File: src/shared/fpd_pkg.sv
// fpd_pkg: constants for the fast-page dram controller
// assumes a 40 MHz controller clock and the -6 speed grade
`default_nettype none
package fpd_pkg;
  // ******************************************************
  // clock
  // ******************************************************
  localparam int CLK_PERIOD_NS = 25;
  // ******************************************************
  // geometry
  // ******************************************************
  localparam int ADDR_HALF_W = 11;
  localparam int ADDR_W = 22;
  localparam int DATA_W = 8;
  localparam int ROW_COUNT = 2048;
  localparam int WAKE_CYCLES = 8;
  // ******************************************************
  // times in their own units
  // ******************************************************
  localparam int POWERUP_WAIT_US = 100;
  localparam int REFRESH_INTERVAL_MS = 32;
  localparam int ROW_STROBE_LOW_TIME_NS = 60;
  localparam int ROW_STROBE_LOW_MAX_NS = 10000;
  localparam int PAGE_ROW_STROBE_LOW_TIME_NS = 100000;
  localparam int RANDOM_CYCLE_TIME_NS = 110;
  localparam int ROW_PRECHARGE_TIME_NS = 40;
  localparam int ROW_TO_COLUMN_DELAY_NS = 20;
  localparam int COLUMN_STROBE_LOW_NS = 15;
  localparam int COLUMN_PRECHARGE_TIME_NS = 10;
  localparam int PAGE_CYCLE_TIME_NS = 35;
  localparam int REFRESH_COLUMN_SETUP_NS = 5;
  localparam int REFRESH_COLUMN_HOLD_NS = 15;
  localparam int REFRESH_WRITE_SELECT_SETUP_NS = 10;
  localparam int REFRESH_WRITE_SELECT_HOLD_NS = 10;
  localparam int WRITE_DATA_HOLD_NS = 10;
  localparam int WRITE_SELECT_HOLD_NS = 10;
  localparam int OUTPUT_OFF_NS = 15;
  // ******************************************************
  // cycle counts: least times round up, longest round down
  // ******************************************************
  function automatic int cyc_up(input int ns);
    int c;
    c = (ns + CLK_PERIOD_NS - 1) / CLK_PERIOD_NS;
    return (c < 1) ? 1 : c;
  endfunction : cyc_up
  localparam int POWERUP_CYC = cyc_up(POWERUP_WAIT_US * 1000);
  localparam int REFRESH_INTERVAL_CYC = (REFRESH_INTERVAL_MS * 1000000) / CLK_PERIOD_NS;
  localparam int REFRESH_SPACING_CYC = REFRESH_INTERVAL_CYC / ROW_COUNT;
  localparam int RAS_LOW_CYC = cyc_up(ROW_STROBE_LOW_TIME_NS);
  localparam int RAS_MAX_CYC = ROW_STROBE_LOW_MAX_NS / CLK_PERIOD_NS;
  localparam int RAS_PAGE_MAX_CYC = PAGE_ROW_STROBE_LOW_TIME_NS / CLK_PERIOD_NS;
  localparam int RC_CYC = cyc_up(RANDOM_CYCLE_TIME_NS);
  localparam int RP_CYC = cyc_up(ROW_PRECHARGE_TIME_NS);
  localparam int RCD_CYC = cyc_up(ROW_TO_COLUMN_DELAY_NS);
  localparam int CAS_LOW_CYC = cyc_up(COLUMN_STROBE_LOW_NS);
  localparam int CP_CYC = cyc_up(COLUMN_PRECHARGE_TIME_NS);
  localparam int PC_CYC = cyc_up(PAGE_CYCLE_TIME_NS);
  localparam int CSR_CYC = cyc_up(REFRESH_COLUMN_SETUP_NS);
  localparam int CHR_CYC = cyc_up(REFRESH_COLUMN_HOLD_NS);
  localparam int WRP_CYC = cyc_up(REFRESH_WRITE_SELECT_SETUP_NS);
  localparam int WRH_CYC = cyc_up(REFRESH_WRITE_SELECT_HOLD_NS);
  localparam int DH_CYC = cyc_up(WRITE_DATA_HOLD_NS);
  localparam int WCH_CYC = cyc_up(WRITE_SELECT_HOLD_NS);
  localparam int OFF_CYC = cyc_up(OUTPUT_OFF_NS);
  localparam int CNT_W = 8;
  localparam int TMR_W = 16;
  // ******************************************************
  // states
  // ******************************************************
  typedef enum logic [3:0] {
    FPD_ST_POWERUP = 4'h0,
    FPD_ST_IDLE = 4'h1,
    FPD_ST_REF_SETUP = 4'h2,
    FPD_ST_REF_LOW = 4'h3,
    FPD_ST_PRECHARGE = 4'h4,
    FPD_ST_ROW = 4'h5,
    FPD_ST_COL_LOW = 4'h6,
    FPD_ST_COL_HIGH = 4'h7,
    FPD_ST_READ_DONE = 4'h8
  } fpd_state_t;
endpackage : fpd_pkg
`default_nettype wire

File: src/fpd_refresh_timer.sv
// fpd_refresh_timer: refresh pacing and interval watchdog
// assumes the controller pulses refresh_done once per refresh cycle
`timescale 1ns/100ps
`default_nettype none
module fpd_refresh_timer
  import fpd_pkg::*;
#(
  parameter int SPACING = REFRESH_SPACING_CYC,
  parameter int ROWS = ROW_COUNT
) (
  input wire logic clk,
  input wire logic reset_n,
  input wire logic refresh_done,
  output logic refresh_due,
  output logic interval_missed
);
  typedef struct packed {
    logic [TMR_W-1:0] tick;
    logic [TMR_W-1:0] owed;
  } fpd_rt_state_t;
  fpd_rt_state_t st_r;
  fpd_rt_state_t st_nxt;
  // ******************************************************
  // one refresh owed per spacing period
  // ******************************************************
  always_comb begin
    st_nxt = st_r;
    if (st_r.tick == TMR_W'(SPACING - 1)) begin
      st_nxt.tick = '0;
      st_nxt.owed = st_r.owed + TMR_W'(1);
    end else begin
      st_nxt.tick = st_r.tick + TMR_W'(1);
    end
    if (refresh_done && st_nxt.owed != '0) begin
      st_nxt.owed = st_nxt.owed - TMR_W'(1);
    end
  end
  always_ff @(posedge clk or negedge reset_n) begin
    if (!reset_n) begin
      st_r <= '0;
    end else begin
      st_r <= st_nxt;
    end
  end
  assign refresh_due = (st_r.owed != '0);
  // backlog of many rows means a row went unrefreshed for the interval
  assign interval_missed = (st_r.owed >= TMR_W'(ROWS / 2));
endmodule : fpd_refresh_timer
`default_nettype wire

File: src/fpd_controller.sv
// fpd_controller: host-side fast-page dram controller
// assumes a 4M x 8 fast-page module on the pins, -6 grade, 40 MHz clk
// Operation
// - wait 100us after power-up, then eight row-strobe refresh cycles
// - repeat the eight wake-up cycles after the refresh interval is exceeded
// - refresh all 2048 rows within every 32 ms
// - column strobe pulsed high at least 10 ns before a new cycle
// - column strobe low 5 ns before and 15 ns after row strobe falls
// - write select high 10 ns around row fall in strobe-reversed refresh
// - hidden refresh cycles row strobe with column strobe held low (not used: refresh is strobe-reversed from idle only)
// - write select returns high only after a strobe rises in reads
// - column strobe falls 20 to 45 ns after row strobe
// - row strobe low 60 ns min, 10 us single, 100 us page max
// - random cycles 110 ns apart, row strobe high at least 40 ns
// - fast-page column cycles no faster than every 35 ns
// - write data set up 0 ns before, held 10 ns after column fall
// - write select low 0 ns before and 10 ns after column fall
// - no write data driven until module outputs have floated
// - row half latched by row strobe, column half by column strobe
// - write select high reads, low writes
// - page accesses toggle column strobe within one held row
`timescale 1ns/100ps
`default_nettype none
module fpd_controller
  import fpd_pkg::*;
#(
  parameter int POWERUP_WAIT = POWERUP_CYC,
  parameter int REFRESH_SPACING = REFRESH_SPACING_CYC,
  parameter int PAGE_MAX = RAS_PAGE_MAX_CYC
) (
  input wire logic clk,
  input wire logic reset_n,
  input wire logic req_valid,
  output logic req_ready,
  input wire logic req_write,
  input wire logic [ADDR_W-1:0] req_addr,
  input wire logic [DATA_W-1:0] req_wdata,
  output logic rd_valid,
  output logic [DATA_W-1:0] rd_data,
  output logic init_done,
  output logic [ADDR_HALF_W-1:0] multiplexed_address_lines,
  output logic row_strobe_n,
  output logic column_strobe_n,
  output logic write_select_n,
  output logic [DATA_W-1:0] data_lines_out,
  output logic data_lines_oe,
  input wire logic [DATA_W-1:0] data_lines_in
);
  typedef struct packed {
    fpd_state_t state;
    logic [TMR_W-1:0] cnt;
    logic [TMR_W-1:0] ras_cnt;
    logic [3:0] wake;
    logic init;
    logic ras_n;
    logic cas_n;
    logic we_n;
    logic oe;
    logic [ADDR_HALF_W-1:0] addr;
    logic [ADDR_HALF_W-1:0] open_row;
    logic [ADDR_HALF_W-1:0] col;
    logic row_open;
    logic write;
    logic [DATA_W-1:0] wdata;
    logic rd_valid;
    logic [DATA_W-1:0] rd_data;
    logic [DATA_W-1:0] sync1;
    logic [DATA_W-1:0] sync2;
  } fpd_state_rec_t;
  fpd_state_rec_t st_r;
  fpd_state_rec_t st_nxt;
  logic refresh_due;
  logic interval_missed;
  logic refresh_done;
  logic [ADDR_HALF_W-1:0] req_row;
  logic [ADDR_HALF_W-1:0] req_col;
  logic page_hit;
  logic take;
  assign req_row = req_addr[ADDR_W-1:ADDR_HALF_W];
  assign req_col = req_addr[ADDR_HALF_W-1:0];
  fpd_refresh_timer #(
    .SPACING(REFRESH_SPACING),
    .ROWS(ROW_COUNT)
  ) u_refresh (
    .clk(clk),
    .reset_n(reset_n),
    .refresh_done(refresh_done),
    .refresh_due(refresh_due),
    .interval_missed(interval_missed)
  );
  // accept in idle, or a same-row page access while the row is open
  assign page_hit = st_r.row_open && (req_row == st_r.open_row)
    && (st_r.ras_cnt < TMR_W'(PAGE_MAX - PC_CYC - 4));
  assign take = req_valid && st_r.init && !refresh_due && !interval_missed
    && ((st_r.state == FPD_ST_IDLE)
    || (st_r.state == FPD_ST_COL_HIGH && page_hit && st_r.cnt == '0));
  assign req_ready = take;
  assign refresh_done = (st_r.state == FPD_ST_REF_LOW) && (st_r.cnt == '0);
  // ******************************************************
  // sequencer
  // ******************************************************
  always_comb begin
    st_nxt = st_r;
    st_nxt.rd_valid = 1'b0;
    st_nxt.sync1 = data_lines_in;
    st_nxt.sync2 = st_r.sync1;
    if (st_nxt.ras_n == 1'b0) begin
      st_nxt.ras_cnt = st_r.ras_cnt + TMR_W'(1);
    end
    if (st_r.cnt != '0) begin
      st_nxt.cnt = st_r.cnt - TMR_W'(1);
    end
    case (st_r.state)
      FPD_ST_POWERUP: begin
        if (st_r.cnt == '0) begin
          st_nxt.state = FPD_ST_IDLE;
        end
      end
      FPD_ST_IDLE: begin
        if (interval_missed && st_r.init) begin
          st_nxt.init = 1'b0;
          st_nxt.wake = '0;
        end else if (!st_r.init || refresh_due) begin
          // strobe-reversed refresh from idle only, never hidden
          st_nxt.state = FPD_ST_REF_SETUP;
          st_nxt.cas_n = 1'b0;
          st_nxt.we_n = 1'b1;
          st_nxt.cnt = TMR_W'(((CSR_CYC > WRP_CYC) ? CSR_CYC : WRP_CYC) - 1);
        end else if (take) begin
          st_nxt.state = FPD_ST_ROW;
          st_nxt.ras_n = 1'b0;
          st_nxt.ras_cnt = '0;
          st_nxt.addr = req_row;
          st_nxt.open_row = req_row;
          // column kept here: the request may change after it is taken
          st_nxt.col = req_col;
          st_nxt.row_open = 1'b1;
          st_nxt.write = req_write;
          st_nxt.wdata = req_wdata;
          st_nxt.we_n = !req_write;
          st_nxt.cnt = TMR_W'(RCD_CYC - 1);
        end
      end
      FPD_ST_REF_SETUP: begin
        if (st_r.cnt == '0) begin
          st_nxt.state = FPD_ST_REF_LOW;
          st_nxt.ras_n = 1'b0;
          st_nxt.ras_cnt = '0;
          st_nxt.cnt = TMR_W'(RAS_LOW_CYC - 1);
        end
      end
      FPD_ST_REF_LOW: begin
        // row low time covers column hold and write select hold
        if (st_r.cnt == '0) begin
          st_nxt.ras_n = 1'b1;
          st_nxt.cas_n = 1'b1;
          st_nxt.state = FPD_ST_PRECHARGE;
          st_nxt.cnt = TMR_W'(RC_CYC - RAS_LOW_CYC - 1);
          if (!st_r.init) begin
            st_nxt.wake = st_r.wake + 4'h1;
            if (st_r.wake == 4'(WAKE_CYCLES - 1)) begin
              st_nxt.init = 1'b1;
            end
          end
        end
      end
      FPD_ST_ROW: begin
        if (st_r.cnt == '0) begin
          st_nxt.state = FPD_ST_COL_LOW;
          st_nxt.cas_n = 1'b0;
          st_nxt.addr = st_r.col;
          st_nxt.oe = st_r.write;
          st_nxt.cnt = TMR_W'(((CAS_LOW_CYC > DH_CYC) ? CAS_LOW_CYC : DH_CYC) + 1);
        end else begin
          st_nxt.addr = st_r.addr;
        end
      end
      FPD_ST_COL_LOW: begin
        // wait past 15 ns column access plus two sync stages
        if (st_r.cnt == '0) begin
          if (!st_r.write) begin
            st_nxt.rd_valid = 1'b1;
            st_nxt.rd_data = st_r.sync2;
          end
          st_nxt.cas_n = 1'b1;
          st_nxt.state = FPD_ST_COL_HIGH;
          st_nxt.cnt = TMR_W'(((CP_CYC > OFF_CYC) ? CP_CYC : OFF_CYC) - 1);
        end
      end
      FPD_ST_COL_HIGH: begin
        st_nxt.oe = 1'b0;
        if (take) begin
          // same open row: next column only, page cycle spacing met
          st_nxt.state = FPD_ST_COL_LOW;
          st_nxt.cas_n = 1'b0;
          st_nxt.addr = req_col;
          st_nxt.write = req_write;
          st_nxt.wdata = req_wdata;
          st_nxt.we_n = !req_write;
          st_nxt.oe = req_write;
          st_nxt.cnt = TMR_W'(((CAS_LOW_CYC > DH_CYC) ? CAS_LOW_CYC : DH_CYC) + 1);
        end else if (st_r.cnt == '0 && st_r.ras_cnt >= TMR_W'(RAS_LOW_CYC)) begin
          st_nxt.state = FPD_ST_READ_DONE;
          st_nxt.ras_n = 1'b1;
          st_nxt.row_open = 1'b0;
          st_nxt.cnt = TMR_W'(RP_CYC - 1);
        end
      end
      FPD_ST_READ_DONE: begin
        // write select released only after both strobes are high
        st_nxt.we_n = 1'b1;
        st_nxt.state = FPD_ST_PRECHARGE;
      end
      FPD_ST_PRECHARGE: begin
        if (st_r.cnt == '0) begin
          st_nxt.state = FPD_ST_IDLE;
        end
      end
      default: begin
        st_nxt.state = FPD_ST_IDLE;
      end
    endcase
  end
  always_ff @(posedge clk or negedge reset_n) begin
    if (!reset_n) begin
      st_r <= '0;
      st_r.state <= FPD_ST_POWERUP;
      st_r.cnt <= TMR_W'(POWERUP_WAIT - 1);
      st_r.ras_n <= 1'b1;
      st_r.cas_n <= 1'b1;
      st_r.we_n <= 1'b1;
    end else begin
      st_r <= st_nxt;
    end
  end
  // ******************************************************
  // outputs
  // ******************************************************
  assign multiplexed_address_lines = st_r.addr;
  assign row_strobe_n = st_r.ras_n;
  assign column_strobe_n = st_r.cas_n;
  assign write_select_n = st_r.we_n;
  assign data_lines_out = st_r.wdata;
  assign data_lines_oe = st_r.oe;
  assign rd_valid = st_r.rd_valid;
  assign rd_data = st_r.rd_data;
  assign init_done = st_r.init;
endmodule : fpd_controller
`default_nettype wire

File: config.mk
export PLATFORM = sky130hd
export DESIGN_NAME = fpd_controller
export DESIGN_NICKNAME = d
export VERILOG_FILES = /design/src/shared/fpd_pkg.sv /design/src/fpd_refresh_timer.sv /design/src/fpd_controller.sv
export SDC_FILE = /design/constraint.sdc
export NUM_CORES = 1
export LEC_CHECK = 0
export BUFFER_PORTS_ARGS = -buffer_cell sky130_fd_sc_hd__buf_2
export CAP_MARGIN = 0
export CORE_MARGIN = 1
export CORE_UTILIZATION = 40
export DETAILED_ROUTE_END_ITERATION = 10
export SLEW_MARGIN = 20
export SYNTH_ARGS = -nofsm -noshare
export SYNTH_HDL_FRONTEND = slang
export SYNTH_HIERARCHICAL = 1
export SYNTH_SLANG_ARGS = --single-unit
File: constraint.sdc
create_clock -name clk -period 11.5 [get_ports clk]
set_clock_uncertainty 0.05 [all_clocks]
set_input_delay 1.15 -clock clk [delete_from_list [all_inputs] [get_ports clk]]
set_output_delay 1.15 -clock clk [all_outputs]
set_load 0.01 [all_outputs]
Word-level counts from Yosys, hierarchy flattened --
Index checks and enable logic that the tools add are counted.
Operators by class: reductions and logical operators 43, $lt $le $gt $ge 3, divide/modulo/power cells 0, bitwise logic cells 3, $mul 0, shift operators 0, equality and inequality tests 27, multiplexer cells 52, add/subtract/negate cells 6
Operators by type and width (number):
- $mux 43 | 3
- $mux 20 | 6
- $mux 36 | 3
- $mux 16 | 6
- $pmux 16 s6 | 1
- $add 16x1->16 const B | 3
- $reduce_bool 16->1 | 3
- $mux 9 | 4
- $pmux 11 s3 | 1
- $pmux 16 s2 | 1
- $pmux 4 s8 | 1
- $sub 16x1->16 const B | 2
- $eq 4x3->1 const B | 5
- $ne 2x2->1 const B | 10
- $pmux 10 s2 | 1
- $eq 16x10->1 const B | 1
- $ge 16x11->1 const B | 1
- $ge 16x2->1 const B | 1
- $logic_not 16->1 | 1
- $lt 16x12->1 const B | 1
- $reduce_and 8->1 | 2
- $mux 14 | 1
- $mux 1 | 13
- $logic_and 1x1->1 | 12
- other kinds (32) | 51
Storage, ports and cells: flip-flop bits (word level) 145, bits in read-only memories 0, RAM bits 0, output and inout port bits 34, latch bits 0, logic and storage cells 155, memories kept 0

Depth between registers and ports, before layout --
depth after elaboration 11, mapped depth 12, gate-level depth less buffers 11

By module --
The synthesis kept the hierarchy.
By module, submodules not included:
- fpd_controller | area each 5725.5 um^2, cells an instance 540, times used 1
- fpd_refresh_timer | area each 2219.6 um^2, cells an instance 243, times used 1

Worst setup path after synthesis --
No wires, ideal clock.
path type register to output, start reg u_refresh/st_r[5] in the netlist's numbering, end out req_ready, buffers on the path 1, data required time 10300 ps, setup slack 7188 ps, arrival time 3112 ps, cell stages (with the launch flop) 10, cell sequence dfrtp_1 -> or3_2 -> nand4bb_1 -> or4_1 -> and4bb_1 -> nand4b_1 -> or4_4 -> or3_1 -> buf_6 -> nand2_8
Between the ends: word-level cells in the longest chain between the ends 5, elaborated cells between the ends (all ways) 7, those cells by class order compare: 1; reduce/logical: 6
Ends and longest elaborated chain:
- start: declaration | RTL line fpd_refresh_timer.sv:21 | fpd_rt_state_t st_r;
- start signal: assignment | RTL line fpd_refresh_timer.sv:42 | st_r <= st_nxt;
- $reduce_bool 16->1 | RTL line fpd_refresh_timer.sv:45 | assign refresh_due = (st_r.owed != '0);
- named net refresh_due | RTL line fpd_controller.sv:72 | logic refresh_due;
- $logic_not 1->1 | RTL line fpd_controller.sv:94 | assign take = req_valid && st_r.init && !refresh_due && !interval_missed
- $logic_and 1x1->1 (2 in a row) | RTL line fpd_controller.sv:94
- $logic_and 1x1->1 | RTL line fpd_controller.sv:95 | && ((st_r.state == FPD_ST_IDLE)
- end: declaration | RTL line fpd_controller.sv:34 | output logic req_ready,
The timed path passes the listed nets, and every way through them passes these cells.

Final worst setup path --
Ends and elaborated chain as after synthesis.

==> results.toml <==
[run_status]
outcome = "finished, final reports clean"

[timing]
timing_hold_violations_final = 0
worst_pin_slew_ns = 1.01
fin_crit_share_pct = 47.9
final-max-slew-violation-count = 0
setup_viol = 0
max_clock_freq_mhz = 182
period_minus_slack_ns = 5.51
fin_setup_tns_ns = 0
hold-worst-slack_ns = 0.299
maxSlewHeadroom_pct = 32.2
grt_setup_unrepaired = "false"
timing.final.ws_setup_ns = 5.99

[die]
die-width_um = 143
floorplan.core_area_um2 = 19500
start_util_pct = 40.8
pin_count = 76
rows = 51
die_footprint_um2 = 20400
die_height_um = 143

[worst_setup_path]
timing.setup.critical_path_class = "reg2out"
register_to_register_setup_slack_ns = 7.21
worst_r2r_endpoint = "multiplexed_address_lines[10]$_DFFE_PN0P_"
capturing_element_type_of_the_critical_path = "output port"
crit_path_end = "req_ready"
timing.critical_path.fanout_max = 17
worstReg2RegStart = "u_refresh/st_r[5]$_DFF_PN0_"
startpoint_type = "register"
critical_path.startpoint = "u_refresh/st_r[5]$_DFF_PN0_"
critical_path_arrival_ns = 4.31
worstPathRequired_ns = 10.30
worst-r2r-cell-count = 9

[finish]
final_cell_count_no_fill = 1096
num-fill-cells = 1846
n_antenna_cell = 0
nets = 872
area_of_combinational_cells_with_multiple_inputs_um2 = 3810
final_layout_size_suffix_gt1_share_pct = 22.4
area.sequential_um2 = 3640
design_area_um2 = 8990
flow.area_growth_from_synthesis_pct = 13.1

[clock_tree]
cts.path.max_buffers = 2
cts_tree = "built"
cts.clk_slew.worst_paths_ns = 0.06
numCtsBuffers = 17
root_buffer = "clkbuf_16"
cts_hold_repair.buffers = 0
cts_resized = 0
tritoncts_num_sinks = 145
insertion_delay_ns = 0.42
post-cts-setup-buffer-count = 0
ctsHtreeMaxLevel = 4

[synthesis]
synth-main-ff-cell = "dfrtp_1"
synth_top_area_cell = "dfrtp_1"
async_flop_share_pct = 100
synth-seq-area-share_pct = 45.9
synthesis.nets = 837
synth_warnings = 6
post_synth_inst_count = 783
synth.lib_cells_used.distinct = 80
postSynthRegisterBits = 145
post_synth_most_frequent_cells = "dfrtp_1 (132), nor2_1 (65), xnor2_1 (47)"
mappedNetlistArea_um2 = 7950
synth_edf_count = 0
synth.area.top_cells = "dfrtp_1 (42%), mux2_2 (5.2%), xnor2_1 (5.2%), dfstp_2 (4.3%), xor2_1 (4.2%)"
yosysMostFrequentCell = "dfrtp_1"
syn_avg_cell_area_um2 = 10.1
netlist.area_leader.share_pct = 41.6

[route]
count_of_nets_left_with_antenna_violations_after_detail_routing = 0
detailroute.via_count = 5781
drt-pass1-iter-count = 5
drt_drc = 0
detail_route.iter0.violations = 324
postRouteWirelength_mm = 17.2
avgViaCountPerCell = 5.27
wl_per_cell_um = 15.7

[global_route]
grt_util_met3_pct = 4.06
use_met1_pct = 24.2
grt.busiest_layer = "met2"
grt.overflow.total = 0
first_pass_grt_wire_length_mm = 29.0
via_count_of_the_first_global_routing_pass = 5709
maximum_number_of_pins_on_one_net_before_global_route_repair = 87
grtUsageTotal_pct = 18.1
antenna_found_initial = 0
grtUsageMet2_pct = 29.7

[pwr]
worst_case_vdd_ir_drop_v = 0.0000871
power_per_cell_area_nw_per_um2 = 129
power.leakage_nw = 4.05

[place]
dpl.cell_count = 1064
gp_congestion = 0.832
io_buffers = 75
dpl_cell_area_um2 = 8310
pre_cts_slack_ns = 6.41
hpwlAfterDp_mm = 11.8

[min_path]
hold_path_class = "reg2reg"

[job]
cap_violations = 0
-- cells by family after synthesis --
logic type / share of synthesized area, %
AOI/OAI and AO/OA: 11.2
adders and majority gates: 1.89
and+or+nand+nor: 18.9
buffers and inverters: 6.22
xor gates and xnor gates: 9.37
muxes: 6.55
DFF: 45.9
-- critical path: stages, from the launching register on --
cell       delay, ns
dfrtp_1         0.45
or3_2           0.51
nand4bb_1       0.22
or4_1           0.48
and4bb_1        0.43
nand4b_1        0.12
or4_4           0.57
or3_1           0.69
nand2_8         0.26
buf_2           0.16
-- layer usage --
| layer | share of wire, % | vias to the layer above |
|---|---|---|
| met5 | 0 | - |
| met4 | 0.93 | 0 |
| met3 | 3.4 | 13 |
| met2 | 48 | 104 |
| met1 | 48 | 2835 |
| li1 | - | 2829 |
-- worst min-delay path by stage --
stage	start	cells past startpoint	to	slack [ns]
2_1_floorplan	st_nxt[0]$_DFF_PN0_	0	st_r[0]$_DFF_PN0_	0.28
3_3_place_gp	st_nxt[0]$_DFF_PN0_	0	st_r[0]$_DFF_PN0_	0.28
3_5_place_dp	st_nxt[6]$_DFF_PN0_	0	st_r[6]$_DFF_PN0_	0.28
4_1_cts	st_nxt[0]$_DFF_PN0_	0	st_r[0]$_DFF_PN0_	0.30
5_1_grt	st_nxt[0]$_DFF_PN0_	0	st_r[0]$_DFF_PN0_	0.30
6_report	st_nxt[0]$_DFF_PN0_	0	st_r[0]$_DFF_PN0_	0.30
-- cell usage in the layout, fill, tap and decap left out, types with 7 or more instances in the layout --
cell type	n
a21oi_1	31
a32oi_1	12
and3_1	10
buf_2	74
clkbuf_16	17
dfrtp_1	132
dfstp_2	13
ha_1	12
inv_1	24
mux2_2	37
mux2i_1	7
nand2_1	45
nand3_1	25
nand4_1	13
nor2_1	65
nor3_1	27
nor4_1	11
o21ai_0	45
or3_1	10
xnor2_1	47
xor2_1	38
-- stage by stage --
| stage | total power [mW] | utilization [%] |
|---|---|---|
| final | 1.16 | 46.2 |
| after detailed placement | 0.546 | 42.7 |
| after CTS | 1.18 | 46.2 |
| after floorplan | 0.526 | - |
| after global routing | 1.21 | 46.2 |
| after global placement | 0.546 | 42.7 |
-- power by group --
part           internal, mW  switching [mW]
registers             0.513        0.000586
clock network         0.414           0.213
logic               0.00696          0.0151
total                 0.935           0.228
-- sequential cells by signal (all words and copies together), names as in the netlist, 8 cells and up --
| name | count |
|---|---|
| st_r | 72 |
| st_nxt | 8 |
| rd_data | 8 |
| u_refresh/st_r | 32 |
| multiplexed_address_lines | 11 |
| data_lines_out | 8 |
-- final cells by class --
cell class / instances / area share, %
Clock buffer: 20 / 4.97
Timing Repair Buffer: 81 / 4.75
Tap cell: 265 / 3.69
Sequential cell: 145 / 40.6
Multi-Input combinational cell: 548 / 42.4
Inverter: 25 / 1.04
Clock inverter: 12 / 2.56
No activity file was read; power rests on OpenSTA's default activity.
